File: src/inc/bridge_io_limit_pkg.sv
// Constants and carrier types for the I/O window top and secondary status
package bridge_io_limit_pkg;

	// Configuration dword that holds both registers
	localparam logic [7:0]  REG_OFFSET        = 8'h1c;

	// Byte lanes of the dword, active-low enables
	localparam int          LANE_TOP          = 1;
	localparam int          LANE_STAT_LO      = 2;
	localparam int          LANE_STAT_HI      = 3;

	// Window top byte layout (within the dword)
	localparam int          TOP_FIELD_LSB     = 12;
	localparam int          TOP_FIELD_W       = 4;
	localparam int          DECODE_CODE_LSB   = 8;
	localparam logic [3:0]  TOP_FIELD_RST     = 4'h0;
	localparam logic [3:0]  DECODE_CODE       = 4'h1;
	localparam int          WINDOW_LOW_W      = 12;
	localparam int          STATUS_LSB        = 16;

	// Secondary status halfword positions
	localparam int          POS_PARITY        = 15;
	localparam int          POS_FAR_SYSERR    = 14;
	localparam int          POS_GOT_MABORT    = 13;
	localparam int          POS_GOT_TABORT    = 12;
	localparam int          POS_SENT_TABORT   = 11;
	localparam int          POS_DEVSEL_LSB    = 9;
	localparam int          POS_MASTER_PARITY = 8;
	localparam int          POS_FBB           = 7;
	localparam int          POS_HIGH_SPEED    = 5;
	localparam int          POS_CAP_LIST      = 4;
	localparam logic [1:0]  DEVSEL_CODE       = 2'h1;
	localparam logic [15:0] STATUS_W1C_MASK   = 16'hf900;
	localparam logic [15:0] STATUS_RST        = 16'h02a0;

	// Configuration request from the primary bus
	typedef struct packed {
		logic        wr;
		logic        rd;
		logic [7:0]  addr;
		logic [3:0]  be_n;
		logic [31:0] wdata;
	} cfg_req_type;

	// Secondary bus events, one-cycle pulses or levels
	typedef struct packed {
		logic addr_parity_err;
		logic data_parity_err;
		logic got_master_abort;
		logic got_target_abort;
		logic sent_target_abort;
		logic sec_is_master;
		logic primary_parity_err;
	} sec_event_type;

endpackage

File: src/logic/sticky_flag.sv
// One write-one-to-clear status flag where a set beats a clear
`timescale 1ns/1ps
module sticky_flag (
	input  wire logic core_clk,
	input  wire logic nrst,
	input  wire logic set,
	input  wire logic clr,
	output logic      q
);

	always_ff @(posedge core_clk or negedge nrst) begin
		if (!nrst) begin
			q <= 1'b0;
		end else if (set) begin
			q <= 1'b1;
		end else if (clr) begin
			q <= 1'b0;
		end
	end

endmodule

File: src/logic/bridge_io_limit_secondary_status.sv
// I/O window top byte and secondary bus status register of a bridge
//
// Notes on behaviour
// - Four-bit writable window top, bits 15:12, reset zero.
// - Window top bounds forwarded I/O range.
// - Window aligned and sized in 4 KB steps.
// - Address bits 31:16 come from upper register.
// - Decode code reads 1 in bits 11:8.
// - Writing one clears a flag; zero leaves it.
// - Bit 31 sets on secondary parity error.
// - Bit 30 sets on secondary system error pin.
// - Bit 29 sets on our master abort.
// - Bit 28 sets on received target abort.
// - Bit 27 sets when we signal target abort.
// - Decode timing field reads fixed 1.
// - Bit 24 needs master, parity fault, enable.
// - Bits 23, 21 read 1; bit 20 reads 0.
// - Reserved bits 22, 19:16 read zero.
// - Status resets to 0x02a0.
`timescale 1ns/1ps
module bridge_io_limit_secondary_status (
	input  wire logic                              core_clk,
	input  wire logic                              nrst,
	input  wire bridge_io_limit_pkg::cfg_req_type  cfg_req,
	input  wire bridge_io_limit_pkg::sec_event_type sec_event,
	input  wire logic                              secondary_system_error_pin_n,
	input  wire logic                              secondary_parity_error_pin_n,
	input  wire logic                              parity_response_en,
	input  wire logic [15:0]                       io_upper_top,
	input  wire logic [31:0]                       io_window_base,
	input  wire logic [31:0]                       io_query_addr,
	output logic [31:0]                            cfg_rdata,
	output logic                                   cfg_rvalid,
	output logic [3:0]                             io_window_top_field,
	output logic [31:0]                            io_window_top_addr,
	output logic                                   io_forward_hit
);

	localparam int LIM_HI = bridge_io_limit_pkg::TOP_FIELD_LSB
		+ bridge_io_limit_pkg::TOP_FIELD_W - 1;

	logic        hit;
	logic        wr_hit;
	logic        rd_hit;
	logic [15:0] flag_set;
	logic [15:0] flag_clr;
	logic [15:0] flag_q;
	logic [15:0] status_value;
	logic [15:0] fixed_bits;
	logic        parity_fault_seen;
	logic        far_system_fault_seen;
	logic        master_parity_fault;
	logic [31:0] next_rdata;

	assign hit    = cfg_req.addr == bridge_io_limit_pkg::REG_OFFSET;
	assign wr_hit = cfg_req.wr && hit;
	assign rd_hit = cfg_req.rd && hit;

	// Window top field
	always_ff @(posedge core_clk or negedge nrst) begin
		if (!nrst) begin
			io_window_top_field <= bridge_io_limit_pkg::TOP_FIELD_RST;
		end else if (wr_hit
			&& !cfg_req.be_n[bridge_io_limit_pkg::LANE_TOP]) begin
			io_window_top_field <= cfg_req.wdata[LIM_HI:
				bridge_io_limit_pkg::TOP_FIELD_LSB];
		end
	end

	// Forwarding window top and range check in whole 4 KB blocks
	always_ff @(posedge core_clk or negedge nrst) begin
		if (!nrst) begin
			io_window_top_addr <= 32'h0000_0000;
			io_forward_hit     <= 1'b0;
		end else begin
			io_window_top_addr <= {io_upper_top, io_window_top_field,
				{bridge_io_limit_pkg::WINDOW_LOW_W{1'b0}}};
			io_forward_hit <= io_query_addr[31:12]
				>= io_window_base[31:12]
				&& io_query_addr[31:12]
				<= {io_upper_top, io_window_top_field};
		end
	end

	// Flag sources
	assign parity_fault_seen = sec_event.addr_parity_err
		|| sec_event.data_parity_err;
	assign far_system_fault_seen = !secondary_system_error_pin_n;
	assign master_parity_fault = sec_event.sec_is_master
		&& (!secondary_parity_error_pin_n
		|| sec_event.primary_parity_err)
		&& parity_response_en;

	always_comb begin
		flag_set = 16'h0000;
		flag_set[bridge_io_limit_pkg::POS_PARITY]     = parity_fault_seen;
		flag_set[bridge_io_limit_pkg::POS_FAR_SYSERR] = far_system_fault_seen;
		flag_set[bridge_io_limit_pkg::POS_GOT_MABORT] =
			sec_event.got_master_abort;
		flag_set[bridge_io_limit_pkg::POS_GOT_TABORT] =
			sec_event.got_target_abort;
		flag_set[bridge_io_limit_pkg::POS_SENT_TABORT] =
			sec_event.sent_target_abort;
		flag_set[bridge_io_limit_pkg::POS_MASTER_PARITY] = master_parity_fault;
	end

	// Clear per enabled lane, ones only
	always_comb begin
		flag_clr = 16'h0000;
		if (wr_hit) begin
			if (!cfg_req.be_n[bridge_io_limit_pkg::LANE_STAT_LO]) begin
				flag_clr[7:0] = cfg_req.wdata[23:16];
			end
			if (!cfg_req.be_n[bridge_io_limit_pkg::LANE_STAT_HI]) begin
				flag_clr[15:8] = cfg_req.wdata[31:24];
			end
		end
		flag_clr = flag_clr & bridge_io_limit_pkg::STATUS_W1C_MASK;
	end

	genvar i;
	generate
		for (i = 0; i < 16; i++) begin : g_flag
			if (bridge_io_limit_pkg::STATUS_W1C_MASK[i]) begin : g_w1c
				sticky_flag u_flag (
					.core_clk (core_clk),
					.nrst     (nrst),
					.set      (flag_set[i]),
					.clr      (flag_clr[i]),
					.q        (flag_q[i])
				);
			end else begin : g_fixed
				assign flag_q[i] = 1'b0;
			end
		end
	endgenerate

	// Fixed capability bits, reserved bits zero
	always_comb begin
		fixed_bits = 16'h0000;
		fixed_bits[bridge_io_limit_pkg::POS_DEVSEL_LSB +: 2] =
			bridge_io_limit_pkg::DEVSEL_CODE;
		fixed_bits[bridge_io_limit_pkg::POS_FBB]        = 1'b1;
		fixed_bits[bridge_io_limit_pkg::POS_HIGH_SPEED] = 1'b1;
		fixed_bits[bridge_io_limit_pkg::POS_CAP_LIST]   = 1'b0;
	end

	assign status_value = flag_q | fixed_bits;

	// Read data; base byte lives elsewhere and reads zero here
	always_comb begin
		next_rdata = 32'h0000_0000;
		if (rd_hit) begin
			next_rdata[bridge_io_limit_pkg::STATUS_LSB +: 16] = status_value;
			next_rdata[LIM_HI:bridge_io_limit_pkg::TOP_FIELD_LSB] =
				io_window_top_field;
			next_rdata[bridge_io_limit_pkg::DECODE_CODE_LSB +: 4] =
				bridge_io_limit_pkg::DECODE_CODE;
		end
	end

	always_ff @(posedge core_clk or negedge nrst) begin
		if (!nrst) begin
			cfg_rdata  <= 32'h0000_0000;
			cfg_rvalid <= 1'b0;
		end else begin
			cfg_rdata  <= next_rdata;
			cfg_rvalid <= cfg_req.rd;
		end
	end

	// Helper: read of this dword one cycle ago
	logic rd_hit_q;
	always_ff @(posedge core_clk or negedge nrst) begin
		if (!nrst) begin
			rd_hit_q <= 1'b0;
		end else begin
			rd_hit_q <= rd_hit;
		end
	end
endmodule

File: config.mk
export PLATFORM = sky130hd
export DESIGN_NAME = bridge_io_limit_secondary_status
export DESIGN_NICKNAME = d
export VERILOG_FILES = /design/src/inc/bridge_io_limit_pkg.sv /design/src/logic/sticky_flag.sv /design/src/logic/bridge_io_limit_secondary_status.sv
export SDC_FILE = /design/constraint.sdc
export NUM_CORES = 1
export LEC_CHECK = 0
export BUFFER_PORTS_ARGS = -buffer_cell sky130_fd_sc_hd__buf_2
export CORE_MARGIN = 1
export CORE_UTILIZATION = 40
export CTS_CLUSTER_SIZE = 10
export DETAILED_ROUTE_END_ITERATION = 7
export GPL_TIMING_DRIVEN = 0
export HOLD_SLACK_MARGIN = 0.06
export MAX_ROUTING_LAYER = met4
export PLACE_DENSITY = 0.81
export SYNTH_ARGS = -nofsm -noshare
export SYNTH_HDL_FRONTEND = slang
export SYNTH_HIERARCHICAL = 1
export SYNTH_SLANG_ARGS = --single-unit
File: constraint.sdc
create_clock -name core_clk -period 4.53 [get_ports core_clk]
set_input_delay 0.2265 -clock core_clk [delete_from_list [all_inputs] [get_ports core_clk]]
set_output_delay 0.2265 -clock core_clk [all_outputs]
set_load 0.01 [all_outputs]
==> results.md, run 1 <==
* Global route overflow at 0
* Asr flop ratio synth at 100%
* Initial core utilization at 41.2%
* Port Buf Inserts at 129
* Leak at 2.24 nW
* Max-Cap Viols at 0
* CP max FO at 3
* Fill cells at 563
* Hold Crit Class: input port to asynchronous set/reset pin
* Ys flop type: dfrtp_1
* Setup TNS at 0 ns
* # resized after CTS at 0
* Period Utilization, post-route at 43.4%
* Top Metal Used: met4
* Routed WL at 6.08 mm
* Routed met2 length at 3.03 mm
* Design area at 0.00372 sq mm
* Largest net degree at the start of global routing at 44
* Worst r2r src: io_window_top_field[1]
* Tmin final at 1.97 ns
* # IOs at 208
* Via density at 4.38
* DR WL/cell at 11.6 microns
* Register area share after synthesis at 41.1%
* Hold Vio Cnt, Final at 0
* Mean post-synth cell area at 9.96 sq um
* Hold Buf Count CTS at 17
* Setup bufs post-CTS at 0
* Wire length on met3 at 309 microns
* Synthesized area at 0.00262 sq mm
* Peak VDD IR at 0.116 mV
* FMAX at 0.509 GHz
* DR pass1 iterations at 4
* Worst clock skew at 0.00518 ns
* Root Driver: clkbuf_8
* Seq cells post-synth at 43
* M1 WL at 2.62 mm
* Clock Pin Slew Worst Setup and Hold Paths at 0.08 ns
* Share of layout cells above drive strength 1 at 40.2%
* Antenna Nets Post-Route at 0
* Initial antenna violation count at 0
* DP Area at 0.00347 sq mm
* Number of global-route vias before repair at 2298
* Syn Inst Count at 263
* First-pass GRT wire length at 10.1 mm
* Final Max Slew Viols at 0
* Core ar. at 0.00635 sq mm
* Clock sink total at 43
* Initial drt markers at 53
* RSZ-0062 raised after global routing: no
* Final setup vio count at 0
* Final net count at 623
* CTS tree: yes
* Clock buffer depth at 2
* Number of diodes at 0
* Syn-to-layout area delta at 42.1%
* Relative slew slack at 36.3%
* Kind of critical path: input port to flop
* Vias at 2285
* Outcome: completed
* TritonCTS buffer count at 5
* Measured slew at the worst slew-check pin at 0.955 ns
* # DRC at 0
* Critical Path Source: io_upper_top[14]
* H-tree Lvls at 2
* Post-synth cell types at 31
* Die X at 82.9 microns
* Die Area at 0.00687 sq mm
* CP Launch Type: input port
* FP Rows at 29
* GPL Wtd Cong at 0.808
* Die Height at 82.9 microns
* Worst EP required at 4.70 ns
* Ys Warns at 6
* Post-synth EDFFs at 0
* Total Routing Usage GR at 18.8%
* Clk_lat worst skew at 0.29 ns
* CP endpoint kind: flop
* DP HPWL at 4.94 mm
* Cell area power density at 221 mW/mm^2
* Arr. time, crit path at 2.13 ns
[area by class of cell]
type	instances	area (sq um)	share of cell area [%]
Tap cell	77	96.3	2.59
Clock inverter	2	13.8	0.370
Buffer	35	255	6.86
Clock buffer	5	68.8	1.85
Sequential cell	43	1080	28.9
Timing Repair Buffer	146	816	21.9
Multi-Input combinational cell	166	1220	32.7
Inverter	48	180	4.84
[metrics by stage]
step	cells	utilization (%)	total power, mW	setup slack, ns	hold WS (ns)
after floorplan	292	-	0.504	2.98	-0.0691
after global placement	498	54.6	0.577	2.77	0.349
after detailed placement	498	54.6	0.584	2.76	0.349
after CTS	522	58.6	0.837	2.57	0.117
after global routing	522	58.6	0.876	2.41	0.110
final	522	58.6	0.824	2.56	0.0868
[critical path, stage by stage]
cell and delay, ns:
dlygate4sd3_1 0.53, buf_2 0.12, inv_1 0.04, ha_1 0.30, nand4_1 0.10, or3_1 0.40
nor2_1 0.14, a221oi_1 0.10, o221ai_1 0.08, a21oi_1 0.09
[report_power, final]
part,internal [mW],switching (mW)
Sequential,0.394,0.00361
Combinational,0.0977,0.0927
Clock,0.106,0.130
[synthesized netlist by cell type, types with 3 or more instances]
master    n  area (sq um)
a21o_1   11          82.6
and3_1    9          56.3
mux2_4    4          60.1
nor2_1    6          22.5
nand3_1   3          15.0
nand4_1   3          18.8
buf_4    33           248
dfrtp_1  43          1080
a21oi_1  16          80.1
o21ai_0   5          25.0
inv_1    48           180
and2_1    7          43.8
nand2_1  14          52.6
ha_1     40           500
[kinds of logic (layout without fill, tap and decap cells)]
group | count (synthesis) | count (layout) | share of synthesized area [%]
buf+inv | 83 | 236 | 16.6
simple gates | 53 | 53 | 11.5
flops | 43 | 43 | 41.1
fa+ha+maj | 40 | 40 | 19.1
compound gates | 39 | 39 | 9.27
mux | 4 | 4 | 2.29
other cells | 1 | 30 | 0.143
[registers in the layout, summed over array words and instances, names as in the netlist]
name	count
cfg_rdata	11
io_forward_hit	1
io_window_top_addr	20
g_flag.g_w1c.u_flag/q	6
io_window_top_field	4
cfg_rvalid	1
[path summary, 6_finish.rpt]
path	to	slack [ns]	cells after the start
setup / recovery	io_forward_hit	2.56	10
hold / removal	io_window_top_addr[30]	0.09	1
setup reg to reg	io_forward_hit	2.78	7
hold reg to reg	io_window_top_addr[14]	0.47	0
max in group asynchronous	io_window_top_addr[21]	3.85	1
min in group core_clk	g_flag[11].g_w1c.u_flag/q	0.12	2
[cell usage in the layout (no fill, tap or decap)]
master         synthesis  routed
nand2b_1               1       1
a211oi_1               2       2
clkbuf_1               2       2
and3_1                 9       9
and2_1                 7       7
o31ai_1                1       1
inv_1                 48      48
or3_1                  1       1
and4_1                 2       2
nand3_1                3       3
nor3_2                 1       1
mux2_4                 4       4
nand2_1               14      14
buf_4                 33      33
a221oi_1               2       2
nand4_1                3       3
clkbuf_8               0       5
conb_1                 1      30
nor2_1                 6       6
dlygate4sd3_1          0      17
a21oi_1               16      16
and3_2                 1       1
nor3_1                 1       1
a21o_1                11      11
o21ai_0                5       5
buf_2                  0     129
nor4b_2                1       1
o221ai_1               1       1
clkinv_4               0       1
nand2_2                1       1
clkinv_2               0       1
dfrtp_1               43      43
or2_2                  1       1
ha_1                  40      40
nor2_4                 1       1
a31oi_1                1       1
[layer usage]
layer  track usage, %  vias up
met4             6.58        0
li1                 -     1168
met3             2.49       10
met2             32.7      102
met5                -        -
met1             22.2     1005
No activity file was read; power rests on OpenSTA's default activity.
==> run 2, diff against run 1 <==
Settings changed: ABC_AREA set to 1, CORE_UTILIZATION 40 to 37, PLACE_DENSITY 0.81 to 0.78.
Clock period 4.53 ns to 1.8 ns, I/O delays scaled along.
==> run 2 against run 1 <==
Effect of this change: total power grew to 2.6 times the previous value; sequential power grew to 2.5 times the previous value; sequential cell count stayed put; final cell count is 23% higher; clock skew is 0.00094 ns higher; combinational power grew to 2.7 times the previous value; critical endpoint unchanged; largest power group unchanged.
==> results.md, run 2 <==
* Outcome: completed
* Initial drt markers at 75
* Top flop regs: io_window_top_addr (20), cfg_rdata (11), g_flag.g_w1c.u_flag/q (6)
* Main area contributors after synthesis: dfrtp_1 39%, ha_1 18%, inv_1 12%
* Ys flop type: dfrtp_1
* Setup ws final at 0.240 ns
* Setup TNS at 0 ns
* Most common cell in the netlist: inv_1
* Root Driver: clkbuf_8
* Post-Layout Cell Count at 644
* Synth Area in Adders at 18.0%
* Hold-critical path depth at 3
* DR pass1 iterations at 4
* GPL Wtd Cong at 0.787
* Die Area at 0.00787 sq mm
* # DRC at 0
* Relative slew slack at 37.4%
* Leak at 2.62 nW
* Antenna Nets Post-Route at 0
* Die X at 88.7 microns
* Worst EP required at 2.00 ns
* Simple logic cell fraction of the synthesized area at 17.8%
* Die Height at 88.7 microns
* Cell area power density at 532 mW/mm^2
* Compound-Gate Fraction of Synth Area at 4.31%
* Main combinational cell family by area after synthesis: buffers and inverters
* Share of layout cells above drive strength 1 at 32.5%
* Post-synth top area cell: dfrtp_1
* Worst r2r src: io_window_top_field[1]
* Syn-to-layout area delta at 44.9%
* Fill cells at 653
* Routed WL at 6.27 mm
* Mean post-synth cell area at 7.93 sq um
* Asr flop ratio synth at 100%
* XOR/XNOR share of the synthesized area at 0%
* Final Max Slew Viols at 0
* CP endpoint kind: flop
* Proportion of netlist area held by the largest area contributor at 38.7%
* Final setup vio count at 0
* FMAX at 0.641 GHz
* Via density at 4.02
* Measured slew at the worst slew-check pin at 0.939 ns
* Clock sink total at 43
* Register area share after synthesis at 38.7%
* Arr. time, crit path at 1.76 ns
* Initial core utilization at 38.4%
* R2R depth at 9
* Syn Inst Count at 351
* Max-Cap Viols at 0
* Global route overflow at 0
* Post-synth EDFFs at 0
* Synthesized area at 0.00278 sq mm
* DP Cell Count at 608
* Ys Warns at 6
* Synth top cells by count: 88 x inv_1, 75 x nand2_1, 43 x dfrtp_1, 40 x ha_1, 36 x nor2_1
* DP HPWL at 5.07 mm
* Hold Crit Class: input port to flop
* Clock buffer depth at 2
* Period Utilization, post-route at 86.7%
* H-tree Lvls at 2
* FP Rows at 31
* Commonest non-fill, non-tap cell in the layout: buf_2
* Final net count at 722
* TritonCTS buffer count at 5
* Multiplexer share of the synthesized area at 0%
* Worst hold endpoint: io_window_top_field[1]
* CP max FO at 2
* CTS tree: yes
* Number of global-route vias before repair at 2476
* R2R setup slack at 0.41 ns
* Clk_lat worst skew at 0.29 ns
* DP Worst Slack at 0.407 ns
* Crit path cell chain: dlygate4sd3_1, buf_2, inv_1, ha_1, nand2_1, nor2_2, nand2_2, nor2_2, o21ai_1, nand3_1, nand2_1, nand2_1, inv_1
* Max incr delay on CP at 0.52 ns
* DR WL/cell at 9.74 microns
* Most frequent cells in the layout: 129 x buf_2, 88 x inv_1, 75 x nand2_1
* # IOs at 208
* RSZ-0062 raised after global routing: no
* R2r endpoint: io_forward_hit
* Vias at 2587
* Origin of the worst min-delay path: cfg_req[13]
* Clock Pin Slew Worst Setup and Hold Paths at 0.09 ns
* Seq cells post-synth at 43
* Top cell by count, worst path: nand2_1
* Port Buf Inserts at 129
* Kind of critical path: input port to flop
* Number of diodes at 0
* Biggest register: io_window_top_addr
* Post-synth cell types at 19
* # resized after CTS at 0
* Total Routing Usage GR at 16.9%
* Worst clock skew at 0.00612 ns
* Hold Vio Cnt, Final at 0
* Slowest cell on crit path: dlygate4sd3_1
* CP Launch Type: input port
* Tmin final at 1.56 ns
* First-pass GRT wire length at 9.98 mm
* Largest register FFs at 20
* Initial antenna violation count at 0
* Peak VDD IR at 0.298 mV
* Largest net degree at the start of global routing at 44
* Core ar. at 0.00725 sq mm
-- run 2: worst max path at each step --
stage	slack (ns)	to	start	cells after the start
2_1_floorplan	0.51	io_forward_hit	io_window_top_field[1]	9
3_3_place_gp	0.43	io_forward_hit	io_window_top_field[1]	9
3_5_place_dp	0.41	io_forward_hit	io_window_top_field[1]	9
4_1_cts	0.21	io_forward_hit	io_upper_top[15]	13
5_1_grt	0.09	io_forward_hit	io_upper_top[15]	13
6_report	0.24	io_forward_hit	io_upper_top[15]	13
-- run 2: what timing repair did --
| item | 4_1_cts | 5_1_grt |
|---|---|---|
| endpoints found under the hold margin | 70 | 0 |
| setup buffers | 0 | 0 |
| hold buffers | 28 | 0 |
-- run 2: worst max-delay path: cells and delay by family --
family	cells	cell delay, ns
compound gates	1	0.07
fa+ha+maj	1	0.28
buf+inv	4	0.69
simple gates	7	0.64
-- run 2: kinds of logic (layout without fill, tap and decap cells) --
logic type                 Yosys count  count (layout)
and+or+nand+nor                    123             123
buffers and inverters              122             287
DFF                                 43              43
adders and majority gates           40              40
AOI/OAI and AO/OA                   22              22
other                                1              30
-- run 2: per-layer routing --
layer	vias up	global-route usage, %	part of all wire (%)
met5	-	-	0
met2	111	31.5	49
li1	1363	-	-
met3	11	3.26	8.0
met1	1102	17.4	41
met4	0	6.16	2.1
-- run 2: metrics by stage --
stage          hold WS, ns  power [mW]  cell area, sq um  util (%)
6_report            0.0699        2.15              4040      55.6
5_1_grt             0.0892        2.30              4040      55.6
4_1_cts             0.0816        2.18              4040      55.6
3_5_place_dp         0.214        1.49              3660      50.5
3_3_place_gp         0.213        1.48              3660      50.5
2_1_floorplan       -0.206        1.29              2890         -
-- run 2: final cells by class --
class                   count  area, sq um  share of cell area (%)
multi-input cells         215         1230                    30.4
flip-flops and latches     43         1080                    26.7
well taps                  99          124                    3.07
plain buffers              34          259                    6.42
inverters                  88          330                    8.19
clock inverters             3         23.8                   0.589
clock buffers               5         68.8                    1.71
repair buffers            157          926                    22.9
-- run 2: report_power, final --
| group | internal, mW | switching [mW] | total (mW) |
|---|---|---|---|
| Sequential | 0.992 | 0.00952 | 1.00 |
| Clock | 0.277 | 0.348 | 0.626 |
| Combinational | 0.262 | 0.255 | 0.518 |
